===== config.mk =====
export PLATFORM = sky130hd
export DESIGN_NAME = dwcr_top
export DESIGN_NICKNAME = d
export VERILOG_FILES = /design/src/dwcr_pkg.sv /design/src/dwcr_top.sv /design/src/dwcr_wb_slave.sv /design/src/dwcr_xlate.sv
export SDC_FILE = /design/constraint.sdc
export NUM_CORES = 1
export LEC_CHECK = 0
export ABC_AREA = 0
export BUFFER_PORTS_ARGS = -buffer_cell sky130_fd_sc_hd__buf_4
export CORE_ASPECT_RATIO = 1.5
export CORE_MARGIN = 10
export CORE_UTILIZATION = 55
export CTS_CLUSTER_DIAMETER = 80
export DETAILED_ROUTE_END_ITERATION = 7
export PLACE_DENSITY_LB_ADDON = 0.15
export SLEW_MARGIN = 15
export SYNTH_ARGS = -nofsm -noshare
export SYNTH_HDL_FRONTEND = slang
export SYNTH_SLANG_ARGS = --single-unit
export TNS_END_PERCENT = 10

===== constraint.sdc =====
create_clock -name clock -period 2.4 [get_ports clock]
set_input_delay 0.48 -clock clock [delete_from_list [all_inputs] [get_ports clock]]
set_output_delay 0.48 -clock clock [all_outputs]
set_load 0.05 [all_outputs]

===== src/dwcr_pkg.sv =====
/*
 Constants for the downstream window configuration register block.
 Assumes a 32-bit classic Wishbone slave port with byte addressing.
*/
package dwcr_pkg;
   // ==========================================
   // Register byte offsets
   localparam logic [7:0] DWCR_OFF_BASE = 8'h20;
   localparam logic [7:0] DWCR_OFF_UPPER = 8'h24;
   localparam logic [7:0] DWCR_OFF_RSVD_A = 8'h28;
   localparam logic [7:0] DWCR_OFF_SUBSYS = 8'h2c;
   localparam logic [7:0] DWCR_OFF_RSVD_B = 8'h30;
   localparam logic [7:0] DWCR_OFF_CAP = 8'h34;
   localparam logic [7:0] DWCR_OFF_ROM = 8'h38;
   // Setup, translation and status registers, our own offsets
   localparam logic [7:0] DWCR_OFF_SETUP_LO = 8'h40;
   localparam logic [7:0] DWCR_OFF_SETUP_HI = 8'h44;
   localparam logic [7:0] DWCR_OFF_XLAT = 8'h48;
   localparam logic [7:0] DWCR_OFF_STATUS = 8'h4c;
   // ==========================================
   // Field positions and values
   localparam int DWCR_ENABLE_BIT = 31;
   localparam int DWCR_TYPE_LSB = 1;
   localparam int DWCR_PREF_BIT = 3;
   localparam int DWCR_BASE_LSB = 12;
   localparam logic [1:0] DWCR_TYPE_32 = 2'h0;
   localparam logic [1:0] DWCR_TYPE_64 = 2'h1;
   localparam logic [7:0] DWCR_CAP_PTR = 8'h80;
   localparam logic [31:0] DWCR_ROM_VALUE = 32'h0000_0000;
   localparam logic [31:0] DWCR_RESET_ZERO = 32'h0000_0000;
   // Setup low: [31] enable, [31:12] size mask, [3] prefetch, [2:1] type
   localparam logic [31:0] DWCR_SETUP_LO_RST = 32'h0000_0000;
   localparam logic [31:0] DWCR_SETUP_HI_RST = 32'h0000_0000;
   localparam logic [31:0] DWCR_LOW_RO_MASK = 32'h0000_0fff;
endpackage : dwcr_pkg


===== src/dwcr_top.sv =====
/*
 Downstream memory window base registers plus read-only header words 20h-38h.
 Assumes classic Wishbone access; setup words are loaded by software here.
*/
// The Wishbone slave port was chosen for this implementation.
// How it works
// - Low base bits fixed: memory, type, zeros.
// - Bit 3 shows prefetchable, reset zero.
// - Setup word sizes and types base field.
// - Base bit writable only where setup one.
// - Setup bit 31 zero disables window base.
// - Window sizes span 4KB up to 8EB.
// - 32-bit mode translates via translated base.
// - 64-bit mode forwards address unchanged.
// - Upper base sized by upper setup word.
// - Upper setup bit 31 zero disables upper.
// - Subsystem vendor and device identifiers read-only.
// - Dwords 28h and 30h are reserved.
// - Capability pointer reads 80h.
// - Expansion ROM register reads zero.
`timescale 1ns/10ps
module dwcr_top
   import dwcr_pkg::*;
#(
   // Arbitrary identity values
   parameter logic [15:0] SUBSYS_VENDOR = 16'h1234,
   parameter logic [15:0] SUBSYS_DEVICE = 16'h5678
)
(
   input wire logic clock,
   input wire logic nrst,
   input wire logic wb_cyc_i,
   input wire logic wb_stb_i,
   input wire logic wb_we_i,
   input wire logic [7:0] wb_adr_i,
   input wire logic [3:0] wb_sel_i,
   input wire logic [31:0] wb_dat_i,
   output logic [31:0] wb_dat_o,
   output logic wb_ack_o,
   input wire logic [63:0] req_addr,
   output logic win_hit,
   output logic [63:0] fwd_addr
);
   typedef struct packed {
      logic [31:0] base;
      logic [31:0] upper;
      logic [31:0] setup_lo;
      logic [31:0] setup_hi;
      logic [31:0] xlat;
      logic [31:0] rdata;
      logic hit;
      logic [63:0] fwd;
   } dwcr_state_t;
   dwcr_state_t st_q, st_d;

   logic acc_wr;
   logic acc_rd;
   logic lo_en;
   logic hi_en;
   logic is64;
   logic [31:0] bmask;
   logic [63:0] win_mask;
   logic comb_hit;
   logic [63:0] comb_fwd;

   function automatic logic [31:0] merge(input logic [31:0] old, input logic [31:0] nw,
                                         input logic [3:0] sel, input logic [31:0] wmask);
      logic [31:0] be;
      be = {{8{sel[3]}}, {8{sel[2]}}, {8{sel[1]}}, {8{sel[0]}}} & wmask;
      return (old & ~be) | (nw & be);
   endfunction : merge

   dwcr_wb_slave u_slv (
      .clock(clock),
      .nrst(nrst),
      .wb_cyc_i(wb_cyc_i),
      .wb_stb_i(wb_stb_i),
      .wb_ack_o(wb_ack_o),
      .acc_wr(acc_wr),
      .acc_rd(acc_rd)
   );

   // ==========================================
   // Window decode
   assign lo_en = st_q.setup_lo[DWCR_ENABLE_BIT];
   assign hi_en = st_q.setup_hi[DWCR_ENABLE_BIT];
   assign is64 = st_q.setup_lo[2:1] == DWCR_TYPE_64;
   // Mask bits 31:12 from setup give 4KB minimum granularity
   assign bmask = st_q.setup_lo & ~DWCR_LOW_RO_MASK;
   // Upper half only decodes in 64-bit mode, giving the large end of range
   assign win_mask = {(is64 && hi_en) ? st_q.setup_hi : 32'h0000_0000, bmask};

   dwcr_xlate u_xl (
      .in_addr(req_addr),
      .base({st_q.upper, st_q.base}),
      .mask(win_mask),
      .is64(is64),
      .xlat_base(st_q.xlat),
      .en(lo_en),
      .hit(comb_hit),
      .out_addr(comb_fwd)
   );

   // ==========================================
   // Register file
   always_comb
   begin
      st_d = st_q;
      st_d.hit = comb_hit;
      st_d.fwd = comb_fwd;
      // Writes land on the edge where the master samples ack
      if (acc_wr && wb_we_i)
      begin
         unique case (wb_adr_i)
            DWCR_OFF_BASE:
               if (lo_en)
                  st_d.base = merge(st_q.base, wb_dat_i, wb_sel_i, bmask);
            DWCR_OFF_UPPER:
               if (hi_en)
                  st_d.upper = merge(st_q.upper, wb_dat_i, wb_sel_i, st_q.setup_hi);
            DWCR_OFF_SETUP_LO:
               st_d.setup_lo = merge(st_q.setup_lo, wb_dat_i, wb_sel_i, 32'hffff_f00e);
            DWCR_OFF_SETUP_HI:
               st_d.setup_hi = merge(st_q.setup_hi, wb_dat_i, wb_sel_i, 32'hffff_ffff);
            DWCR_OFF_XLAT:
               st_d.xlat = merge(st_q.xlat, wb_dat_i, wb_sel_i, 32'hffff_f000);
            default:
               st_d.rdata = st_q.rdata;
         endcase
      end
      // Read data is captured one edge early so it stands with ack
      if (acc_rd)
      begin
         unique case (wb_adr_i)
            // Low bits mirror setup type and prefetch, bit 0 memory
            DWCR_OFF_BASE:
               st_d.rdata = lo_en ? ((st_q.base & bmask) | {28'h0000000,
                  st_q.setup_lo[DWCR_PREF_BIT], st_q.setup_lo[2:1], 1'b0}) : 32'h0000_0000;
            DWCR_OFF_UPPER:
               st_d.rdata = hi_en ? (st_q.upper & st_q.setup_hi) : 32'h0000_0000;
            DWCR_OFF_SUBSYS:
               st_d.rdata = {SUBSYS_DEVICE, SUBSYS_VENDOR};
            DWCR_OFF_CAP:
               st_d.rdata = {24'h000000, DWCR_CAP_PTR};
            DWCR_OFF_ROM:
               st_d.rdata = DWCR_ROM_VALUE;
            DWCR_OFF_SETUP_LO:
               st_d.rdata = st_q.setup_lo;
            DWCR_OFF_SETUP_HI:
               st_d.rdata = st_q.setup_hi;
            DWCR_OFF_XLAT:
               st_d.rdata = st_q.xlat;
            DWCR_OFF_STATUS:
               st_d.rdata = {29'h0000000, st_q.hit, is64, lo_en};
            default:
               st_d.rdata = 32'h0000_0000;
         endcase
      end
   end

   always_ff @(posedge clock or negedge nrst)
   begin
      if (!nrst)
      begin
         st_q <= '0;
         st_q.setup_lo <= DWCR_SETUP_LO_RST;
         st_q.setup_hi <= DWCR_SETUP_HI_RST;
      end
      else
         st_q <= st_d;
   end

   assign wb_dat_o = st_q.rdata;
   assign win_hit = st_q.hit;
   assign fwd_addr = st_q.fwd;

   // ==========================================
   // Read-back checks
   chk_base_low_ro: assert property (@(posedge clock) disable iff (!nrst)
      wb_ack_o && $past(wb_adr_i) == DWCR_OFF_BASE
      |-> wb_dat_o[0] == 1'b0 && wb_dat_o[11:4] == 8'h00)
      else $error("base low bits wrong");
   chk_type_mirror: assert property (@(posedge clock) disable iff (!nrst)
      wb_ack_o && $past(wb_adr_i) == DWCR_OFF_BASE && $past(lo_en)
      |-> wb_dat_o[2:1] == $past(st_q.setup_lo[2:1]))
      else $error("address type bits wrong");
   chk_pref_bit: assert property (@(posedge clock) disable iff (!nrst)
      wb_ack_o && $past(wb_adr_i) == DWCR_OFF_BASE && $past(lo_en)
      |-> wb_dat_o[3] == $past(st_q.setup_lo[3]))
      else $error("prefetch bit wrong");
   chk_base_read_off: assert property (@(posedge clock) disable iff (!nrst)
      wb_ack_o && $past(wb_adr_i) == DWCR_OFF_BASE && !$past(lo_en)
      |-> wb_dat_o == 32'h0000_0000)
      else $error("disabled base reads nonzero");
   chk_upper_read_off: assert property (@(posedge clock) disable iff (!nrst)
      wb_ack_o && $past(wb_adr_i) == DWCR_OFF_UPPER && !$past(hi_en)
      |-> wb_dat_o == 32'h0000_0000)
      else $error("disabled upper reads nonzero");
   chk_subsys_ro: assert property (@(posedge clock) disable iff (!nrst)
      wb_ack_o && $past(wb_adr_i) == DWCR_OFF_SUBSYS
      |-> wb_dat_o == {SUBSYS_DEVICE, SUBSYS_VENDOR})
      else $error("subsystem identifiers wrong");
   chk_cap_ptr: assert property (@(posedge clock) disable iff (!nrst)
      wb_ack_o && $past(wb_adr_i) == DWCR_OFF_CAP |-> wb_dat_o == 32'h0000_0080)
      else $error("capability pointer wrong");
   chk_rom_zero: assert property (@(posedge clock) disable iff (!nrst)
      wb_ack_o && $past(wb_adr_i) == DWCR_OFF_ROM |-> wb_dat_o == 32'h0000_0000)
      else $error("rom register nonzero");
   chk_rsvd_zero: assert property (@(posedge clock) disable iff (!nrst)
      wb_ack_o && ($past(wb_adr_i) == DWCR_OFF_RSVD_A || $past(wb_adr_i) == DWCR_OFF_RSVD_B)
      |-> wb_dat_o == 32'h0000_0000)
      else $error("reserved nonzero");

   // ==========================================
   // Bus handshake checks
   chk_ack_answer: assert property (@(posedge clock) disable iff (!nrst)
      wb_cyc_i && wb_stb_i && !wb_ack_o |=> wb_ack_o)
      else $error("request not acked");
   chk_ack_drop: assert property (@(posedge clock) disable iff (!nrst)
      wb_ack_o |=> !wb_ack_o)
      else $error("ack held two cycles");
   chk_no_ack_idle: assert property (@(posedge clock) disable iff (!nrst)
      !$past(wb_stb_i) |-> !wb_ack_o)
      else $error("ack without request");
   // Read data stands until the next access so a slow master still sees it
   chk_dat_hold: assert property (@(posedge clock) disable iff (!nrst)
      !$past(acc_rd) |-> $stable(wb_dat_o))
      else $error("read data moved");

   // ==========================================
   // Write and decode checks
   // Independent decode terms, so the hit checks do not reuse the translator
   logic lo_match;
   logic up_miss;
   assign lo_match = lo_en && !(is64 && hi_en)
      && (((req_addr[31:0] ^ st_q.base) & bmask) == 32'h0000_0000);
   assign up_miss = lo_en && is64 && hi_en
      && (((req_addr[63:32] ^ st_q.upper) & st_q.setup_hi) != 32'h0000_0000);
   // Compared with the previous value, as a shrunken mask may leave stale base bits
   chk_base_masked: assert property (@(posedge clock) disable iff (!nrst)
      ((st_q.base ^ $past(st_q.base)) & ~$past(bmask)) == 32'h0000_0000)
      else $error("base bit outside size changed");
   chk_upper_masked: assert property (@(posedge clock) disable iff (!nrst)
      ((st_q.upper ^ $past(st_q.upper)) & ~$past(st_q.setup_hi)) == 32'h0000_0000)
      else $error("upper bit outside size changed");
   chk_base_write: assert property (@(posedge clock) disable iff (!nrst)
      acc_wr && wb_we_i && wb_adr_i == DWCR_OFF_BASE && lo_en && wb_sel_i == 4'hf
      |=> (st_q.base & $past(bmask)) == ($past(wb_dat_i) & $past(bmask)))
      else $error("base write lost");
   chk_upper_write: assert property (@(posedge clock) disable iff (!nrst)
      acc_wr && wb_we_i && wb_adr_i == DWCR_OFF_UPPER && hi_en && wb_sel_i == 4'hf
      |=> (st_q.upper & $past(st_q.setup_hi)) == ($past(wb_dat_i) & $past(st_q.setup_hi)))
      else $error("upper write lost");
   chk_setup_write: assert property (@(posedge clock) disable iff (!nrst)
      acc_wr && wb_we_i && wb_adr_i == DWCR_OFF_SETUP_LO && wb_sel_i == 4'hf
      |=> st_q.setup_lo == ($past(wb_dat_i) & 32'hffff_f00e))
      else $error("setup write lost");
   chk_xlat_write: assert property (@(posedge clock) disable iff (!nrst)
      acc_wr && wb_we_i && wb_adr_i == DWCR_OFF_XLAT && wb_sel_i == 4'hf
      |=> st_q.xlat == ($past(wb_dat_i) & 32'hffff_f000))
      else $error("translated base write lost");
   chk_ro_no_write: assert property (@(posedge clock) disable iff (!nrst)
      acc_wr && wb_we_i && wb_adr_i >= DWCR_OFF_RSVD_A && wb_adr_i <= DWCR_OFF_ROM
      |=> $stable(st_q.base) && $stable(st_q.upper) && $stable(st_q.setup_lo)
      && $stable(st_q.setup_hi) && $stable(st_q.xlat))
      else $error("read-only write changed state");
   chk_disable_base: assert property (@(posedge clock) disable iff (!nrst)
      !lo_en && !$past(lo_en) |-> $stable(st_q.base))
      else $error("disabled base changed");
   chk_disable_upper: assert property (@(posedge clock) disable iff (!nrst)
      !hi_en && !$past(hi_en) |-> $stable(st_q.upper))
      else $error("disabled upper changed");
   chk_hit_off: assert property (@(posedge clock) disable iff (!nrst)
      !$past(lo_en) |-> !win_hit)
      else $error("disabled window hit");
   chk_hit_32_match: assert property (@(posedge clock) disable iff (!nrst)
      $past(lo_match) |-> win_hit)
      else $error("window match missed");
   chk_hit_upper_miss: assert property (@(posedge clock) disable iff (!nrst)
      $past(up_miss) |-> !win_hit)
      else $error("upper half mismatch hit");
   chk_fwd_64: assert property (@(posedge clock) disable iff (!nrst)
      $past(is64) |-> fwd_addr == $past(req_addr))
      else $error("64-bit address altered");
   chk_fwd_32: assert property (@(posedge clock) disable iff (!nrst)
      !$past(is64) |-> fwd_addr[31:12] == ($past(st_q.xlat[31:12]) & $past(bmask[31:12]) |
      $past(req_addr[31:12]) & ~$past(bmask[31:12])))
      else $error("translation wrong");
   chk_fwd_low: assert property (@(posedge clock) disable iff (!nrst)
      $past(nrst) |-> fwd_addr[11:0] == $past(req_addr[11:0]))
      else $error("page offset altered");

   // ==========================================
   // Coverage
   cov_base_write: cover property (@(posedge clock) disable iff (!nrst)
      acc_wr && wb_we_i && wb_adr_i == DWCR_OFF_BASE && lo_en);
   cov_upper_write: cover property (@(posedge clock) disable iff (!nrst)
      acc_wr && wb_we_i && wb_adr_i == DWCR_OFF_UPPER && hi_en);
   cov_hit_64: cover property (@(posedge clock) disable iff (!nrst) win_hit && is64);
   cov_hit_32: cover property (@(posedge clock) disable iff (!nrst) win_hit && !is64);
   cov_read_off: cover property (@(posedge clock) disable iff (!nrst)
      wb_ack_o && !lo_en && $past(wb_adr_i) == DWCR_OFF_BASE);
endmodule : dwcr_top


===== src/dwcr_wb_slave.sv =====
/*
 Classic Wishbone slave front end: registers one access per request.
 Assumes a master that holds the request until ack.
*/
`timescale 1ns/10ps
module dwcr_wb_slave
   import dwcr_pkg::*;
(
   input wire logic clock,
   input wire logic nrst,
   input wire logic wb_cyc_i,
   input wire logic wb_stb_i,
   output logic wb_ack_o,
   output logic acc_wr,
   output logic acc_rd
);
   typedef struct packed {
      logic ack;
   } dwcr_slv_t;
   dwcr_slv_t st_q, st_d;

   // ==========================================
   // One-cycle ack, dropped in the following cycle
   always_comb
   begin
      st_d = st_q;
      st_d.ack = wb_cyc_i && wb_stb_i && !st_q.ack;
   end

   always_ff @(posedge clock or negedge nrst)
   begin
      if (!nrst)
         st_q <= '0;
      else
         st_q <= st_d;
   end

   assign wb_ack_o = st_q.ack;
   // Write lands on the edge where the master samples ack high
   assign acc_wr = wb_cyc_i && wb_stb_i && st_q.ack;
   assign acc_rd = st_d.ack;
endmodule : dwcr_wb_slave


===== src/dwcr_xlate.sv =====
/*
 Window hit check and address translation for the downstream window.
 Assumes base, mask and type come straight from the register block.
*/
`timescale 1ns/10ps
module dwcr_xlate
   import dwcr_pkg::*;
(
   input wire logic [63:0] in_addr,
   input wire logic [63:0] base,
   input wire logic [63:0] mask,
   input wire logic is64,
   input wire logic [31:0] xlat_base,
   input wire logic en,
   output logic hit,
   output logic [63:0] out_addr
);
   always_comb
   begin
      hit = en && ((in_addr & mask) == (base & mask));
      if (is64)
         out_addr = in_addr;
      else
         out_addr = {32'h0000_0000, (xlat_base & mask[31:0]) | (in_addr[31:0] & ~mask[31:0])};
   end
endmodule : dwcr_xlate


### After elaboration in Yosys (flattened, before gate mapping)

Cells that the tools add are included.

* bits in read-only memories: 0
* memory bits (writable): 0
* memories: 0
* register bits: 258
* output and inout port bits: 98
* input port bits: 113
* latch bits: 0

* shift operators: 0
* add/subtract/negate cells: 0
* reduce and logical (&&, ||, !) cells: 12
* $mul: 0
* equal/unequal tests: 10
* div/mod/pow operators: 0
* bitwise gates (word level): 31
* $lt $le $gt $ge: 0
* muxes and demuxes: 6

Operators with widths (count)
* $and A32 B32 Y32: 16
* $pmux W32 S8: 1
* $not A32 Y32: 6
* $or A32 B32 Y32: 6
* $and A64 B64 Y64: 2
* $mux W32: 4
* $eq A64 B64 Y1: 1
* $mux W64: 1
* $eq A8 B6 Y1 const B: 4
* $eq A8 B7 Y1 const B: 4
* $or A32 B4 Y32: 1
* $logic_and A1 B1 Y1: 6
* $reduce_and A2 Y1: 3
* $reduce_and A3 Y1: 2
* $eq A2 B1 Y1 const B: 1
* $logic_not A1 Y1: 1

### Depth between registers and ports, before layout

* depth in word-level cells: 6
* depth in mapped cells: 7

### Hierarchy

From an unflattened synthesis, not the netlist that was laid out.

* cell total of the unflattened synthesis: 1025
* area, all modules: 11682.5 sq um

By module, submodules not included
* dwcr_top: area each 9964.6 sq um, cells each 814, instances 1
* dwcr_xlate: area each 1676.6 sq um, cells each 208, instances 1
* dwcr_wb_slave: area each 41.3 sq um, cells each 3, instances 1

### Worst setup path before layout

Ideal clock, no wire load.

* path kind: register to register
* start point: register u_slv.st_q (netlist: u_slv.wb_ack_o)
* end point: register with a tool-made name
* slack: 0.271 ns
* cell stages (with the launch flop): 6
* arrival time: 2.005 ns
* buffers on the path: 1
* path through: dfrtp_1 and4_1 clkbuf_1 nand2_1 nor2_1 mux2_2

RTL lines
* start: declaration: RTL line dwcr_wb_slave.sv:20 `dwcr_slv_t st_q, st_d;`
* start signal: assignment: RTL line dwcr_wb_slave.sv:35 `st_q <= st_d;`

==> run metrics <==
outcome complete, no violations; YS warnings 0; synth top area cells dfrtp_1 52%, mux2_2 15%, buf_4 6.7%; WL/cell 23.0 um; unrepaired setup endpoints after global routing false; Sw Share 23.1%; share of cells above drive strength 1 39.9%; required time of the critical path 2810 ps; Bufs on Longest Clock Path 3; hold slack 72.9 ps; Area Growth Syn to Fin 20.2%; GP Congestion 0.912; Cell variety after synth 48; Post-Route WL 31300 um; fin crit period 2030 ps; core footprint 19200 um^2; FF-to-FF setup slack 370 ps; Slew headroom 64.3%; Min-Delay Endpoint fwd_addr[9]$_DFF_PN0_; Yosys top cell area share 52.1%; Mapped Cells 941; Post-CTS Resized 0; Sink Count 225; Antenna Diode Count 0; fin cells 1358; placed cells 1320; global router's overall resource usage 23.9%; H-tree depth 1; Yosys top cell by area dfrtp_1; Clk pin slew, worst setup/hold paths 60 ps; Rows 62; root buf cell clkbuf_16; most frequent cells in the layout 241 x buf_4, 225 x dfrtp_1, 143 x mux2_2; vias per inst 5.72; VDD IR-drop max 0.000583 V; Cell Int Power 0.00600 W; area occupied by multi-input gates 4320 um^2; grt total ovfl 0; Clk pwr share 43.4%; actual slew at the worst max-slew pin 536 ps; vias in the first global route 8349; Slew Viols, Final 0; # DRC 0; worst r2r dst win_hit$_DFF_PN0_; PwrDens 601 nW/um^2; Static Leak 6.48 nW; clock latency on the worst-skew pair 510 ps; fill count 1569; CTS buffer count 22; Synth Cell Area 10800 um^2; critical path, cell by cell xor2_1, a22oi_1, nand4_1, or4_1, a311oi_1; post-route ant nets 0; skew final 10.0 ps; DRT iter0 DRCs 606; fin util 67.5%; period utilization 84.6%; largest net degree at the start of global routing 61; Max Freq 0.492 GHz; register area share after synthesis 52.1%; Final Hold Fails 0; Reg area 5630 um^2; nets@finish 1202; Setup crit start kind register; initial antenna violation count 1; first-pass GRT wire length 47900 um; final setup TNS 0 ps; switching pwr 0.00180 W; DIE WIDTH 134 um; crit-path max FO 3; commonest non-fill, non-tap cell in the layout buf_4; Worst R2R Path Depth 5; max-cap violations 0; Initial Utilization 56.2%; crit-path max cell delay 540 ps; IO Count 211; CP Capture Type register; Port Buffers 210; Critical Path AT 2440 ps; Seq pwr share 49.1%; Gate power share 7.5%; Hold Path Class primary input to register; drt first pass iters 4; Synth Register Bits 225; DIE AREA 25800 um^2; Die Span Y 192 um; Syn Area/Cell 11.5 um^2; HPWL after DPL 23100 um; Mapped Nets 1054; vias 7768; CP max-delay cell or4_1; CTS tree yes; hold path depth 1; final setup fails 0; Hold Crit Start req_addr[9]; critical setup path kind register to register
[worst max path at each step]
| stage | startpoint | end | slack [ps] | cells after the start |
|---|---|---|---|---|
| 2_1_floorplan | u_slv.wb_ack_o$_DFF_PN0_ | register | 270 | 5 |
| 3_3_place_gp | wb_adr_i[5] | register | 100 | 6 |
| 3_5_place_dp | wb_adr_i[5] | register | 80 | 6 |
| 4_1_cts | register | win_hit$_DFF_PN0_ | 400 | 5 |
| 5_1_grt | register | win_hit$_DFF_PN0_ | 270 | 5 |
| 6_report | register | win_hit$_DFF_PN0_ | 370 | 5 |
[cells by family after synthesis]
group / Yosys count / synth area share [%]
AOI/OAI and AO/OA: 145 / 9.23
xor gates and xnor gates: 52 / 4.21
muxes: 152 / 15.8
DFF: 225 / 52.1
buffers and inverters: 131 / 8.00
and+or+nand+nor: 236 / 10.7
[synthesized netlist by cell type (all sizes together)]
master and number:
o32ai 1, a21oi 23, dfrtp 225, and3 8, nor2b 4, a32oi 7, or4 1, a221oi 13
nand3b 1, a211oi 2, a311oi 3, mux2i 7, o21ai 33, or4b 1, a2111oi 1, nand4 7
nand2 121, o221ai 2, a21boi 2, nand3 23, and2 33, inv 3, o211ai 4, xor2 52
clkbuf 22, nor3 8, a21o 18, nor4b 3, a22o 10, a22oi 25, nand2b 1, a21bo 1
or3b 1, mux2 145, and4 1, buf 106, nor4 2, nor2 21
[worst max-delay path: cells and delay by family, from the launching register on]
| kind | cells | cell delay (ps) |
|---|---|---|
| XOR/XNOR | 1 | 170 |
| flip-flops | 1 | 410 |
| AO/OA/AOI/OAI | 2 | 610 |
| AND/OR/NAND/NOR | 2 | 730 |
[layout make-up]
type | instances | share of cell area (%)
clock inverters | 4 | 0.395
multi-input cells | 585 | 33.3
inverters | 3 | 0.0867
flip-flops and latches | 225 | 43.3
well taps | 256 | 2.47
repair buffers | 252 | 15.5
clock buffers | 33 | 4.95
[per-layer routing]
metal | vias to the layer above | wire (um) | global-route usage, %
met5 | - | 0 | 0
met4 | 0 | 1180 | 9.66
met3 | 67 | 2010 | 5.07
met2 | 284 | 16600 | 43.8
met1 | 3916 | 11500 | 26.0
li1 | 3501 | - | -
[power by group through the flow]
stage | clock [W] | sequential, W | combinational [W]
6_report | 0.00339 | 0.00383 | 0.000583
4_1_cts | 0.00344 | 0.00383 | 0.000591
2_1_floorplan | 0 | 0.00391 | 0.000239
5_1_grt | 0.00360 | 0.00383 | 0.000625
3_5_place_dp | 0 | 0.00390 | 0.000587
3_3_place_gp | 0 | 0.00390 | 0.000583
[repair_timing]
item | in CTS | in global routing
setup endpoints to repair | 0 | 0
setup buffers | 0 | 0
hold endpoints to repair | 52 | 0
hold buffers | 1 | 0
[stage by stage]
step | cell area, um^2 | setup WS (ps) | total power (W)
2_1_floorplan | 10800 | 271 | 0.00415
3_3_place_gp | 12300 | 97.3 | 0.00449
3_5_place_dp | 12300 | 78.0 | 0.00449
4_1_cts | 13000 | 399 | 0.00786
5_1_grt | 13000 | 269 | 0.00806
6_report | 13000 | 369 | 0.00781
No activity file was read; power rests on OpenSTA's default activity.
